File: config.mk
export PLATFORM = sky130hd
export DESIGN_NAME = sbsc_top
export DESIGN_NICKNAME = d
export VERILOG_FILES = /design/src/rtl/sbsc_pkg.sv /design/src/rtl/sbsc_burst_addr.sv /design/src/rtl/sbsc_top.sv
export SDC_FILE = /design/constraint.sdc
export NUM_CORES = 1
export LEC_CHECK = 0
export BUFFER_PORTS_ARGS = -buffer_cell sky130_fd_sc_hd__buf_2
export CAP_MARGIN = 20
export CORE_MARGIN = 8
export CORE_UTILIZATION = 45
export DETAILED_ROUTE_END_ITERATION = 10
export PLACE_DENSITY = 0.78
export SLEW_MARGIN = 25
export SYNTH_ARGS = -nofsm -noshare
export SYNTH_HDL_FRONTEND = slang
export SYNTH_SLANG_ARGS = --single-unit
File: constraint.sdc
create_clock -name ref_clk_i -period 2.1 [get_ports ref_clk_i]
set_input_delay 0.105 -clock ref_clk_i [delete_from_list [all_inputs] [get_ports ref_clk_i]]
set_output_delay 0.105 -clock ref_clk_i [all_outputs]
set_load 0.05 [all_outputs]
File: src/rtl/sbsc_pkg.sv
// sbsc_pkg: shared constants for the synchronous burst sram control block
// assumes: one 100 MHz clock, synchronous active-low reset
`default_nettype none
package sbsc_pkg;
  localparam int unsigned CLK_PERIOD_NS       = 10;
  localparam int unsigned ADDR_W              = 20;
  localparam int unsigned DATA_W              = 36;
  localparam int unsigned NUM_BYTES           = 4;
  localparam int unsigned BURST_W             = 2;
  localparam int unsigned SLEEP_ENTRY_CYCLES  = 2;
  localparam int unsigned SLEEP_WAKE_CYCLES   = 2;
  localparam int unsigned SLEEP_CNT_W         = 2;
  localparam logic [1:0]  BURST_ZERO          = 2'h0;
  localparam logic [1:0]  BURST_ONE           = 2'h1;
  localparam logic [1:0]  SLEEP_CNT_ZERO      = 2'h0;
  localparam logic [1:0]  SLEEP_CNT_ONE       = 2'h1;

  typedef enum logic [3:0] {
    SBSC_CMD_DESEL = 4'h1,
    SBSC_CMD_READ  = 4'h2,
    SBSC_CMD_WRITE = 4'h4,
    SBSC_CMD_ABORT = 4'h8
  } sbsc_cmd_t;

  typedef enum logic [3:0] {
    SBSC_PWR_ACTIVE = 4'h1,
    SBSC_PWR_ENTER  = 4'h2,
    SBSC_PWR_SLEEP  = 4'h4,
    SBSC_PWR_WAKE   = 4'h8
  } sbsc_pwr_t;
endpackage : sbsc_pkg
`default_nettype wire

File: src/rtl/sbsc_burst_addr.sv
// sbsc_burst_addr: burst address generator, load or advance
// assumes: load and advance come from the same clock; never both high
`default_nettype none
module sbsc_burst_addr
  import sbsc_pkg::*;
#(
  parameter int unsigned AW = ADDR_W
)
(
  // clock and reset
  input  wire logic          ref_clk_i,
  input  wire logic          nrst_i,
  // control
  input  wire logic          load_i,
  input  wire logic          advance_i,
  input  wire logic          burst_order_select_n_i,
  input  wire logic [AW-1:0] ext_addr_i,
  // result
  output logic      [AW-1:0] burst_addr_o
);
  logic [AW-1:0]      base_r;
  logic [BURST_W-1:0] count_r;
  logic [BURST_W-1:0] count_nxt;
  logic [BURST_W-1:0] low_bits;
  logic [BURST_W-1:0] count_use;

  assign count_nxt = load_i ? BURST_ZERO : (count_r + BURST_ONE);
  // a continue shows its advanced address in the cycle it is taken
  assign count_use = advance_i ? count_nxt : count_r;
  // linear adds the count, interleaved xors it
  assign low_bits  = burst_order_select_n_i ? (base_r[BURST_W-1:0] ^ count_use)
                                            : (base_r[BURST_W-1:0] + count_use);
  assign burst_addr_o = {base_r[AW-1:BURST_W], low_bits};

  always_ff @(posedge ref_clk_i)
  begin
    if (!nrst_i)
    begin
      base_r  <= '0;
      count_r <= BURST_ZERO;
    end
    else if (load_i || advance_i)
    begin
      if (load_i)
        base_r <= ext_addr_i;
      count_r <= count_nxt;
    end
  end
endmodule : sbsc_burst_addr
`default_nettype wire

File: src/rtl/sbsc_top.sv
// sbsc_top: command decode, burst sequencing, data pipeline, sleep control
// assumes: enable and sleep pins pass through its two-flop synchronisers; memory array outside
`default_nettype none
////////////////////////////////////////////////////////////////////////////////
// How it works
// - all selects, load, write high: read begins
// - advance high continues burst, ignores selects
// - read with output enable high is dummy
// - selected load, write low, byte strobe: write
// - write with no byte strobe is no-op
// - any select inactive on load deselects
// - continue after deselect stays deselected
// - clock gate high holds burst, address and pipeline state; sleep and enable keep running
// - drivers off during writes regardless enable, except a read just before a write drives in its data cycle
// - enable and sleep asynchronous, others sampled
// - outputs high impedance from power-up
// - two-bit counter, wraps after four accesses
// - linear order increments low two bits
// - interleaved order xors count into start
// - flow-through low, else pipeline default
// - sleep after two cycles, wake two
// - asleep: deselected, inputs ignored, bus off
// - sleep pin pulled low by default
// - pipeline read data after second edge
// - flow-through read data one cycle earlier
module sbsc_top
  import sbsc_pkg::*;
#(
  parameter int unsigned AW = ADDR_W,
  parameter int unsigned DW = DATA_W,
  parameter int unsigned NB = NUM_BYTES
)
(
  // clock and reset
  input  wire logic          ref_clk_i,
  input  wire logic          nrst_i,
  // command pins
  input  wire logic          clock_gate_n_i,
  input  wire logic          advance_load_i,
  input  wire logic          write_strobe_n_i,
  input  wire logic [NB-1:0] byte_write_strobe_n_i,
  input  wire logic          chip_select_one_n_i,
  input  wire logic          chip_select_two_i,
  input  wire logic          chip_select_three_n_i,
  input  wire logic [AW-1:0] addr_i,
  // mode and asynchronous pins
  input  wire logic          output_enable_n_i,
  input  wire logic          sleep_request_i,
  input  wire logic          burst_order_select_n_i,
  input  wire logic          flow_through_select_n_i,
  // data pins, three-signal form
  input  wire logic [DW-1:0] dq_i,
  output logic      [DW-1:0] dq_o,
  output logic               dq_oe_n_o,
  // memory array side
  output logic      [AW-1:0] mem_addr_o,
  output logic               mem_rd_o,
  input  wire logic [DW-1:0] mem_rdata_i,
  output logic               mem_wr_o,
  output logic      [AW-1:0] mem_waddr_o,
  output logic      [NB-1:0] mem_wbe_o,
  output logic      [DW-1:0] mem_wdata_o,
  // status
  output logic               asleep_o
);
  ////////////////////////////////////////////////////////////////////////////
  // pin synchronisers: first flop feeds only the second
  logic s1_oe_n_r;
  logic s2_oe_n_r;
  logic s1_zz_r;
  logic s2_zz_r;
  always_ff @(posedge ref_clk_i)
  begin
    if (!nrst_i)
    begin
      s1_oe_n_r <= 1'b1;
      s2_oe_n_r <= 1'b1;
      s1_zz_r   <= 1'b0;
      s2_zz_r   <= 1'b0;
    end
    else
    begin
      s1_oe_n_r <= output_enable_n_i;
      s2_oe_n_r <= s1_oe_n_r;
      s1_zz_r   <= sleep_request_i;
      s2_zz_r   <= s1_zz_r;
    end
  end

  ////////////////////////////////////////////////////////////////////////////
  // sleep sequencing
  sbsc_pwr_t              pwr_r;
  sbsc_pwr_t              pwr_nxt;
  logic [SLEEP_CNT_W-1:0] scnt_r;
  logic [SLEEP_CNT_W-1:0] scnt_nxt;
  wire  sleep_done = (scnt_r == SLEEP_CNT_ONE);
  wire  pwr_sleep  = (pwr_r == SBSC_PWR_SLEEP);

  always_comb
  begin
    pwr_nxt  = pwr_r;
    scnt_nxt = (scnt_r == SLEEP_CNT_ZERO) ? SLEEP_CNT_ZERO : scnt_r - SLEEP_CNT_ONE;
    unique case (pwr_r)
      SBSC_PWR_ACTIVE:
        if (s2_zz_r)
        begin
          pwr_nxt  = SBSC_PWR_ENTER;
          scnt_nxt = SLEEP_CNT_W'(SLEEP_ENTRY_CYCLES);
        end
      SBSC_PWR_ENTER:
        if (sleep_done)
          pwr_nxt = SBSC_PWR_SLEEP;
      SBSC_PWR_SLEEP:
        if (!s2_zz_r)
        begin
          pwr_nxt  = SBSC_PWR_WAKE;
          scnt_nxt = SLEEP_CNT_W'(SLEEP_WAKE_CYCLES);
        end
      SBSC_PWR_WAKE:
        if (s2_zz_r)
          pwr_nxt = SBSC_PWR_SLEEP;
        else if (sleep_done)
          pwr_nxt = SBSC_PWR_ACTIVE;
      default:
        pwr_nxt = SBSC_PWR_ACTIVE;
    endcase
  end

  always_ff @(posedge ref_clk_i)
  begin
    if (!nrst_i)
    begin
      pwr_r  <= SBSC_PWR_ACTIVE;
      scnt_r <= SLEEP_CNT_ZERO;
    end
    else
    begin
      pwr_r  <= pwr_nxt;
      scnt_r <= scnt_nxt;
    end
  end

  ////////////////////////////////////////////////////////////////////////////
  // command decode
  // recovery still runs the pipeline; writes then are the controller's fault
  wire edge_en   = !clock_gate_n_i && !pwr_sleep;
  wire selected  = !chip_select_one_n_i && chip_select_two_i && !chip_select_three_n_i;
  wire any_byte  = |(~byte_write_strobe_n_i);
  wire is_load   = edge_en && !advance_load_i;
  wire is_adv    = edge_en && advance_load_i;

  sbsc_cmd_t burst_r;      // kind of burst in progress
  sbsc_cmd_t cmd_now;      // effective command this edge

  always_comb
  begin
    cmd_now = SBSC_CMD_DESEL;
    if (is_load)
    begin
      if (!selected)
        cmd_now = SBSC_CMD_DESEL;
      else if (write_strobe_n_i)
        cmd_now = SBSC_CMD_READ;
      else if (any_byte)
        cmd_now = SBSC_CMD_WRITE;
      else
        cmd_now = SBSC_CMD_ABORT;
    end
    else if (is_adv)
    begin
      // selects and write strobe ignored on continue
      if (burst_r == SBSC_CMD_DESEL)
        cmd_now = SBSC_CMD_DESEL;
      else if (burst_r == SBSC_CMD_READ)
        cmd_now = SBSC_CMD_READ;
      else if (any_byte)
        cmd_now = SBSC_CMD_WRITE;
      else
        cmd_now = SBSC_CMD_ABORT;
    end
  end

  wire do_read  = (cmd_now == SBSC_CMD_READ);
  wire do_write = (cmd_now == SBSC_CMD_WRITE);
  // a load that is an abort still carries the write burst kind
  wire load_wr  = is_load && selected && !write_strobe_n_i;

  always_ff @(posedge ref_clk_i)
  begin
    if (!nrst_i)
      burst_r <= SBSC_CMD_DESEL;
    else if (is_load)
      burst_r <= !selected ? SBSC_CMD_DESEL : (load_wr ? SBSC_CMD_WRITE : SBSC_CMD_READ);
  end

  ////////////////////////////////////////////////////////////////////////////
  // burst address
  wire [AW-1:0] cur_addr;
  sbsc_burst_addr #(
    .AW (AW)
  ) u_addr (
    .ref_clk_i              (ref_clk_i),
    .nrst_i                 (nrst_i),
    .load_i                 (is_load && selected),
    .advance_i              (is_adv),
    .burst_order_select_n_i (burst_order_select_n_i),
    .ext_addr_i             (addr_i),
    .burst_addr_o           (cur_addr)
  );
  // the address module already shows the advanced address on a continue
  wire [BURST_W-1:0] nxt_low = cur_addr[BURST_W-1:0];
  wire pipe_mode = flow_through_select_n_i;

  ////////////////////////////////////////////////////////////////////////////
  // read pipeline: stage one access, stage two output register
  logic          rd1_r;
  logic          rd2_r;
  logic [DW-1:0] rq_r;
  logic [AW-1:0] maddr_r;
  logic          mrd_r;

  always_ff @(posedge ref_clk_i)
  begin
    if (!nrst_i)
    begin
      rd1_r   <= 1'b0;
      rd2_r   <= 1'b0;
      rq_r    <= '0;
      maddr_r <= '0;
      mrd_r   <= 1'b0;
    end
    else if (edge_en)
    begin
      maddr_r <= is_load ? addr_i : {cur_addr[AW-1:BURST_W], nxt_low};
      mrd_r   <= do_read;
      rd1_r   <= do_read;
      rd2_r   <= rd1_r;
      rq_r    <= mem_rdata_i;
    end
    else if (pwr_sleep)
    begin
      rd1_r <= 1'b0;
      rd2_r <= 1'b0;
      mrd_r <= 1'b0;
    end
  end

  ////////////////////////////////////////////////////////////////////////////
  // write pipeline: command stage, then the data-due stage of pipeline mode
  // stages survive sleep, so a write left in flight lands after wake-up
  logic          wr1_r;
  logic          wr2_r;
  logic [AW-1:0] wa1_r;
  logic [AW-1:0] wa2_r;
  logic [NB-1:0] wb1_r;
  logic [NB-1:0] wb2_r;

  always_ff @(posedge ref_clk_i)
  begin
    if (!nrst_i)
    begin
      wr1_r <= 1'b0;
      wr2_r <= 1'b0;
      wa1_r <= '0;
      wa2_r <= '0;
      wb1_r <= '0;
      wb2_r <= '0;
    end
    else if (edge_en)
    begin
      wr1_r <= do_write;
      wa1_r <= is_load ? addr_i : cur_addr;
      wb1_r <= ~byte_write_strobe_n_i;
      wr2_r <= wr1_r;
      wa2_r <= wa1_r;
      wb2_r <= wb1_r;
    end
  end

  ////////////////////////////////////////////////////////////////////////////
  // write commit and bus drive
  logic          mwr_r;
  logic [AW-1:0] mwa_r;
  logic [NB-1:0] mwbe_r;
  logic [DW-1:0] mwd_r;
  logic [DW-1:0] dq_r;
  logic          oe_n_r;
  wire           wr_due  = pipe_mode ? wr2_r : wr1_r;
  wire [AW-1:0]  wa_due  = pipe_mode ? wa2_r : wa1_r;
  wire [NB-1:0]  wb_due  = pipe_mode ? wb2_r : wb1_r;
  wire           rd_due  = pipe_mode ? rd2_r : rd1_r;
  wire [DW-1:0]  rd_data = pipe_mode ? rq_r : mem_rdata_i;
  wire           drive   = rd_due && !s2_oe_n_r && !wr_due && !pwr_sleep;

  always_ff @(posedge ref_clk_i)
  begin
    if (!nrst_i)
    begin
      mwr_r  <= 1'b0;
      mwa_r  <= '0;
      mwbe_r <= '0;
      mwd_r  <= '0;
      dq_r   <= '0;
      oe_n_r <= 1'b1;
    end
    else
    begin
      mwr_r  <= edge_en && wr_due;
      mwa_r  <= wa_due;
      mwbe_r <= wb_due;
      mwd_r  <= dq_i;
      dq_r   <= rd_data;
      oe_n_r <= !drive;
    end
  end

  assign dq_o        = dq_r;
  assign dq_oe_n_o   = oe_n_r;
  assign mem_addr_o  = maddr_r;
  assign mem_rd_o    = mrd_r;
  assign mem_wr_o    = mwr_r;
  assign mem_waddr_o = mwa_r;
  assign mem_wbe_o   = mwbe_r;
  assign mem_wdata_o = mwd_r;

  logic asleep_r;
  always_ff @(posedge ref_clk_i)
  begin
    if (!nrst_i)
      asleep_r <= 1'b0;
    else
      asleep_r <= pwr_sleep;
  end
  assign asleep_o = asleep_r;
endmodule : sbsc_top
`default_nettype wire

; ---- After elaboration in Yosys (flattened, before gate mapping)
; Cells that the tools add are included.
[word_totals]
regBits = 223
latch_bits = 0
mem_bits_rw = 0
rom_bits = 0
input_bits = 108
output_inout_bits = 120
elab_cells = 100
memories = 0
[op_classes]
add_sub_neg = 3
multipliers = 0
div = 0
order_cmp = 0
n_eq_ne = 13
n_shift = 0
mux = 31
bitwise = 2
n_reduce_logical = 26
[ops]
columns = operator, n
row1 = 4-bit 2-to-1 mux, 13
row2 = 20-bit 2-to-1 mux, 2
row3 = 36-bit 2-to-1 mux, 1
row4 = 4-bit one-hot mux with 4 select lines, 1
row5 = "4-bit by 2-bit == test with 1-bit output, second input constant", 3
row6 = 2-bit 2-to-1 mux, 6
row7 = 1-bit logical AND, 11
row8 = 1-bit zero test, 9
row9 = "4-bit by 1-bit == test with 1-bit output, second input constant", 2
row10 = "4-bit by 3-bit == test with 1-bit output, second input constant", 2
row11 = 3-bit 2-to-1 mux, 2
row12 = "2-bit inequality test, second input constant", 3
row13 = 1-bit 2-to-1 mux, 5
row14 = "4-bit == test, second input constant", 1
row15 = 4-bit inverter, 1
row16 = 2-bit one-hot mux with 2 select lines, 1
row17 = 4-bit AND reduction, 1
row18 = 4-bit OR reduction, 1
row19 = "3-bit inequality test, second input constant", 1
row20 = "2-bit by 1-bit adder with 2-bit output, second input constant", 1
row21 = 2-bit adder, 1
row22 = "2-bit by 1-bit == test with 1-bit output, second input constant", 1
row23 = 2-bit zero test, 1
row24 = 2-bit AND reduction, 1
row25 = other kinds (4), 4

; ---- Longest topological paths before layout
[logic_depth]
word_depth = 10
ltp_mapped = 13
mapped_depth_nobuf = 9

; ---- Hierarchy
; Synthesis repeated with hierarchy kept, for this count alone.
[hier_totals]
cells_unflattened = 840
hier_area_um2 = 8469.4
[modules_own_cells]
columns = module, instances, cells_each, area_per_inst_um2, seq_area_each_um2
row1 = sbsc_top, 1, 740, 7424.6, 4003.8
row2 = sbsc_burst_addr, 1, 100, 1044.8, 440.4

; ---- Worst setup path after synthesis
; OpenSTA, ideal clock, no wires.
[synth_path]
kind = register -> register
startpoint = register pwr_r[3]
endpoint = register wa1_r[1]
setup_ns = 0.127
t_arrival_ns = 1.988
required_ns = 1.973
slack_ns = -0.015
path_stages_with_launch = 14
n_path_buf = 4
period_less_slack_ns = 2.115
cell_sequence = dfxtp_1 buf_4 nor4b_4 or2_1 buf_2 buf_4 buf_6 o21ai_0 nand2_1 ha_1 nand2b_1 xnor2_1 xnor2_1 o211ai_1
[synth_between]
elab_chain_len = 10
word_cells_on_any_way = 12
cone_classes = add/sub (1) / eq/ne (1) / mux (4) / bitwise (1) / reduce/logical (5)
[synth_rtl]
columns = item, line
row1 = from (decl), sbsc_top.sv:92  ; sbsc_pwr_t pwr_r;
row2 = from (signal assigned), sbsc_top.sv:138  ; pwr_r <= pwr_nxt;
row3 = 4-bit by 3-bit == test with 1-bit output *, sbsc_top.sv:97  ; wire pwr_sleep = (pwr_r == SBSC_PWR_SLEEP);
row4 = 1-bit zero test *, sbsc_top.sv:146  ; wire edge_en = !clock_gate_n_i && !pwr_sleep;
row5 = 1-bit logical AND *, sbsc_top.sv:146
row6 = 1-bit logical AND, sbsc_top.sv:149  ; wire is_load = edge_en && !advance_load_i;
row7 = 1-bit logical AND, sbsc_top.sv:204  ; .load_i (is_load && selected),
row8 = 2-bit 2-to-1 mux, sbsc_burst_addr.sv:27  ; assign count_nxt = load_i ? BURST_ZERO : (count_r + BURST_ONE);
row9 = 2-bit 2-to-1 mux, sbsc_burst_addr.sv:29  ; assign count_use = advance_i ? count_nxt : count_r;
row10 = 2-bit adder / 2-bit XOR (equally long branches), "sbsc_burst_addr.sv:32, sbsc_burst_addr.sv:31"
row11 = 2-bit 2-to-1 mux, sbsc_burst_addr.sv:31  ; assign low_bits = burst_order_select_n_i ? (base_r[BURST_W-1:0] ^ count_use)
row12 = 20-bit 2-to-1 mux, sbsc_top.sv:272  ; wa1_r <= is_load ? addr_i : cur_addr;
row13 = to (signal assigned), sbsc_top.sv:272
row14 = to (decl), sbsc_top.sv:253  ; logic [AW-1:0] wa1_r;
; Mark *: on every way between the ends. The rest lies on a longest branch, timed or not.
; A chain may end at the register's enable or synchronous reset.

; ---- Worst setup path in the final report
[layout_path]
startpoint = register pwr_r[2]
endpoint = register burst_r[1]
[layout_between]
elab_chain_len = 8
[layout_rtl]
columns = item, line
row1 = 4-bit by 3-bit == test with 1-bit output *, sbsc_top.sv:97
row2 = 1-bit zero test *, sbsc_top.sv:146
row3 = 1-bit logical AND *, sbsc_top.sv:146
row4 = 1-bit logical AND *, sbsc_top.sv:149
row5 = 1-bit logical AND (2 in series), sbsc_top.sv:186  ; wire load_wr = is_load && selected && !write_strobe_n_i;
row6 = 3-bit 2-to-1 mux (2 in series), sbsc_top.sv:193  ; burst_r <= !selected ? SBSC_CMD_DESEL : (load_wr ? SBSC_CMD_WRITE : SBSC_CMD_READ);
row7 = to (signal assigned), sbsc_top.sv:193
row8 = to (decl), sbsc_top.sv:152  ; sbsc_cmd_t burst_r;
; Marks and branches as above.

==> metrics.md <==
| Metric | Value |
|---|---|
| Run status | complete, no violations |
| Unique masters post-synth | 41 |
| Sw Share | 0.256 |
| Layout cells sized above 1 | 0.250 |
| Starting density of the core | 0.457 |
| Worst slew margin | 0.504 |
| Site Rows | 48 |
| Final setup margin | around 190 ps |
| Combinational fraction of design power | 0.131 |
| Post-Layout Cell Count | 1397 |
| CP Cell Sequence | nor4b_4, buf_4, nor2_4, buf_12, nand4_1, dlygate4sd3_1, a21oi_1 |
| Worst-Skew Late Latency | approximately 500 ps |
| Total CTS buffers | 24 |
| Top FF cell, synth | dfxtp_1 |
| Hold Crit Depth | 4 |
| MaxCap Viol Count | 0 |
| Crit-path slowest cell | dlygate4sd3_1 |
| Final Critical Period | approximately 1900 ps |
| PwrDens | 927 nW/um^2 |
| Worst vdd ir | 0.000689 V |
| CTS tree | done |
| Grt ovf | 0 |
| Internal | 0.00763 W |
| Fmax | 523 MHz |
| Tot Pwr | 0.0103 W |
| Root Buffer | clkbuf_16 |
| Post-synthesis register bit count | between 200 and 250 |
| Final nets | between 1000 and 1500 |
| Post-CTS resize count | 0 |
| Final hold vios | 0 |
| Die width | 148 um |
| CP arrival | around 2300 ps |
| Critical path origin | pwr_r[2] |
| Crit. End Element | register |
| Leak | 5.03 nW |
| Vias per cell | 4.91 |
| Skew final | 10.7 ps |
| Worst min path class | primary input to register |
| Area Overhead vs Synth | 40.4% |
| Unrepaired setup endpoints after global routing | false |
| Sequential area share after synthesis | 0.564 |
| Gpl congestion | approximately 0.76 |
| Total GRT Usage | 0.191 |
| IO Pins | between 200 and 250 |
| TNS Setup | 0 ps |
| Worst slack, placed | 220 ps |
| Wire per inst | 15.6 um |
| Detailed placer's ending HPWL | 13.3 mm |
| Die Area | 22000 um^2 |
| Ys async rst share | 0 |
| Antenna violations before repair | 0 |
| Slew @ Worst Pin | 743 ps |
| Switching power | roughly 0.0026 W |
| Most frequent cells in the layout | buf_2, dfxtp_1, nand2_1, dlygate4sd3_1, nor2_1 |
| Flop pwr share | 0.439 |
| Clock power frac | 0.430 |
| Req. time, crit path | between 2000 and 3000 ps |
| Syn Nets | approximately 950 |
| Setup CP Type | register to register |
| Largest net degree at the start of global routing | 79 |
| Final hold slack | 86.2 ps |
| Port Buffers | around 230 |
| Post-synth EDFFs | 0 |
| Largest fanout on the critical path | 74 |
| Post-Synthesis Cells | 844 |
| Dpl cells | 1252 |
| Critical R2R Launch | pwr_r[2] |
| R2r setup slk | 190 ps |
| Final ANT Viol Nets | 0 |
| Avg Cell Area, Syn | ~9.3 um^2 |
| Core ar. | 17200 um^2 |
| Die Y | ~150 um |
| FF-to-FF End | burst_r[1] |
| Global-route wire length before repair | 34.8 mm |
| Pre-Repair DR Iteration Count | 4 |
| Hold Crit Endpoint | burst_r[2] |
| Max Slew Vio Count | 0 |
| CTS clk-pin slew, worst paths | 60 ps |
| Initial drt markers | ~330 |
| Commonest non-fill, non-tap cell in the layout | buf_2 |
| Hold path start | chip_select_three_n_i |
| DR vias | approximately 6900 |
| Final WL | 21.8 mm |
| Vias in the first global route | 6833 |
| Antenna diode count | 0 |
| DRC viols | 0 |
| H-Tree Depth | 1 |
| Clk sinks | around 220 |
| Final setup fails | 0 |
| Post-CTS Setup Bufs | 0 |
| Worst R2R Path Depth | 7 |
| Slowest Stage Delay on Critical Path | approximately 580 ps |
| CP Launch Type | register |
| Period Utilization, post-route | 0.910 |
| Synthesis Warnings | 0 |
| CTS Buffer Depth | 3 |
| Mapped cell area | about 8000 um^2 |
[power by group through the flow]
stage	clock (W)	combinational, W	sequential, W
global route	0.00470	0.00144	0.00452
floorplan	0	0.000421	0.00500
finish	0.00441	0.00134	0.00450
detailed placement	0	0.00119	0.00459
global placement	0	0.00117	0.00459
CTS	0.00450	0.00134	0.00450
[cells in the mapped netlist, drive strengths merged, types with 3 or more instances]
cell type    n  area share
dfxtp      222        0.56
nand2      145       0.069
nor2        92       0.044
mux2i       81        0.10
a21oi       68       0.043
and2        39       0.031
buf         36       0.027
o21ai       30       0.019
clkbuf      29       0.014
a211oi      25       0.024
nand3       25       0.016
inv          6      0.0029
nand2b       5      0.0040
nand4        4      0.0032
nor3         4      0.0025
nand3b       3      0.0029
or3          3      0.0024
xnor2        3      0.0033
[stage by stage]
step / instance area (um^2) / utilization
after floorplan: 7890 / -
after global placement: 9200 / 0.534
after detailed placement: 9200 / 0.534
after CTS: 11100 / 0.642
after global routing: 11100 / 0.642
final: 11100 / 0.642
[what timing repair did]
action                                  4_1_cts  5_1_grt
hold buffers                                102        0
endpoints found under the setup margin        0        0
endpoints found under the hold margin       163        0
[worst max-delay path: cells and delay by family, from the launching register on]
family	cells	cell delay [ps]
buffers and inverters	3	1000
AND/OR/NAND/NOR	3	360
flip-flops	1	310
AO/OA/AOI/OAI	1	140
[flip-flops by register name (all words and copies together) (netlist names), 2 cells and up]
name	count
dq_o	36
mem_wdata_o	36
rq_r	36
mem_waddr_o	20
u_addr.base_r	20
wa1_r	20
wa2_r	20
mem_wbe_o	4
pwr_r	4
wb1_r	4
wb2_r	4
burst_r	3
scnt_r	2
u_addr.count_r	2
[worst max-delay path by stage]
| stage | to | slack (ps) | cells past startpoint |
|---|---|---|---|
| after floorplan | wa1_r[1] | 9 | 13 |
| after global placement | wa1_r[1] | 240 | 9 |
| after detailed placement | wa1_r[1] | 220 | 9 |
| after CTS | burst_r[1] | 180 | 7 |
| after global routing | burst_r[1] | 60 | 7 |
| final | burst_r[1] | 190 | 7 |
[metal layers]
metal / global-route usage / vias to the layer above / routed length (um)
met5: 0 / - / 0
met3: 0.0675 / 42 / 1890
met4: 0.0617 / 0 / 520
met1: 0.216 / 3153 / 8850
met2: 0.330 / 225 / 10500
li1: - / 3438 / -
[logic make-up (layout without fill, tap and decap cells)]
family          after synthesis  count (layout)  synth area share
compound gates              132             132            0.0944
xor+xnor                      5               5           0.00556
fa+ha+maj                     1               1           0.00159
buf+inv                      71             399            0.0438
flops                       222             222             0.564
mux                          81              81             0.103
simple gates                332             332             0.188
[area by class of cell]
type	count	area (um^2)
Multi-Input combinational cell	551	3100
Inverter	6	25.0
Fill cell	1335	6170
Clock inverter	10	130
Sequential cell	222	4440
Timing Repair Buffer	350	2370
Tap cell	225	282
Clock buffer	33	716
Note: power is estimated with default switching activity, not from simulation.
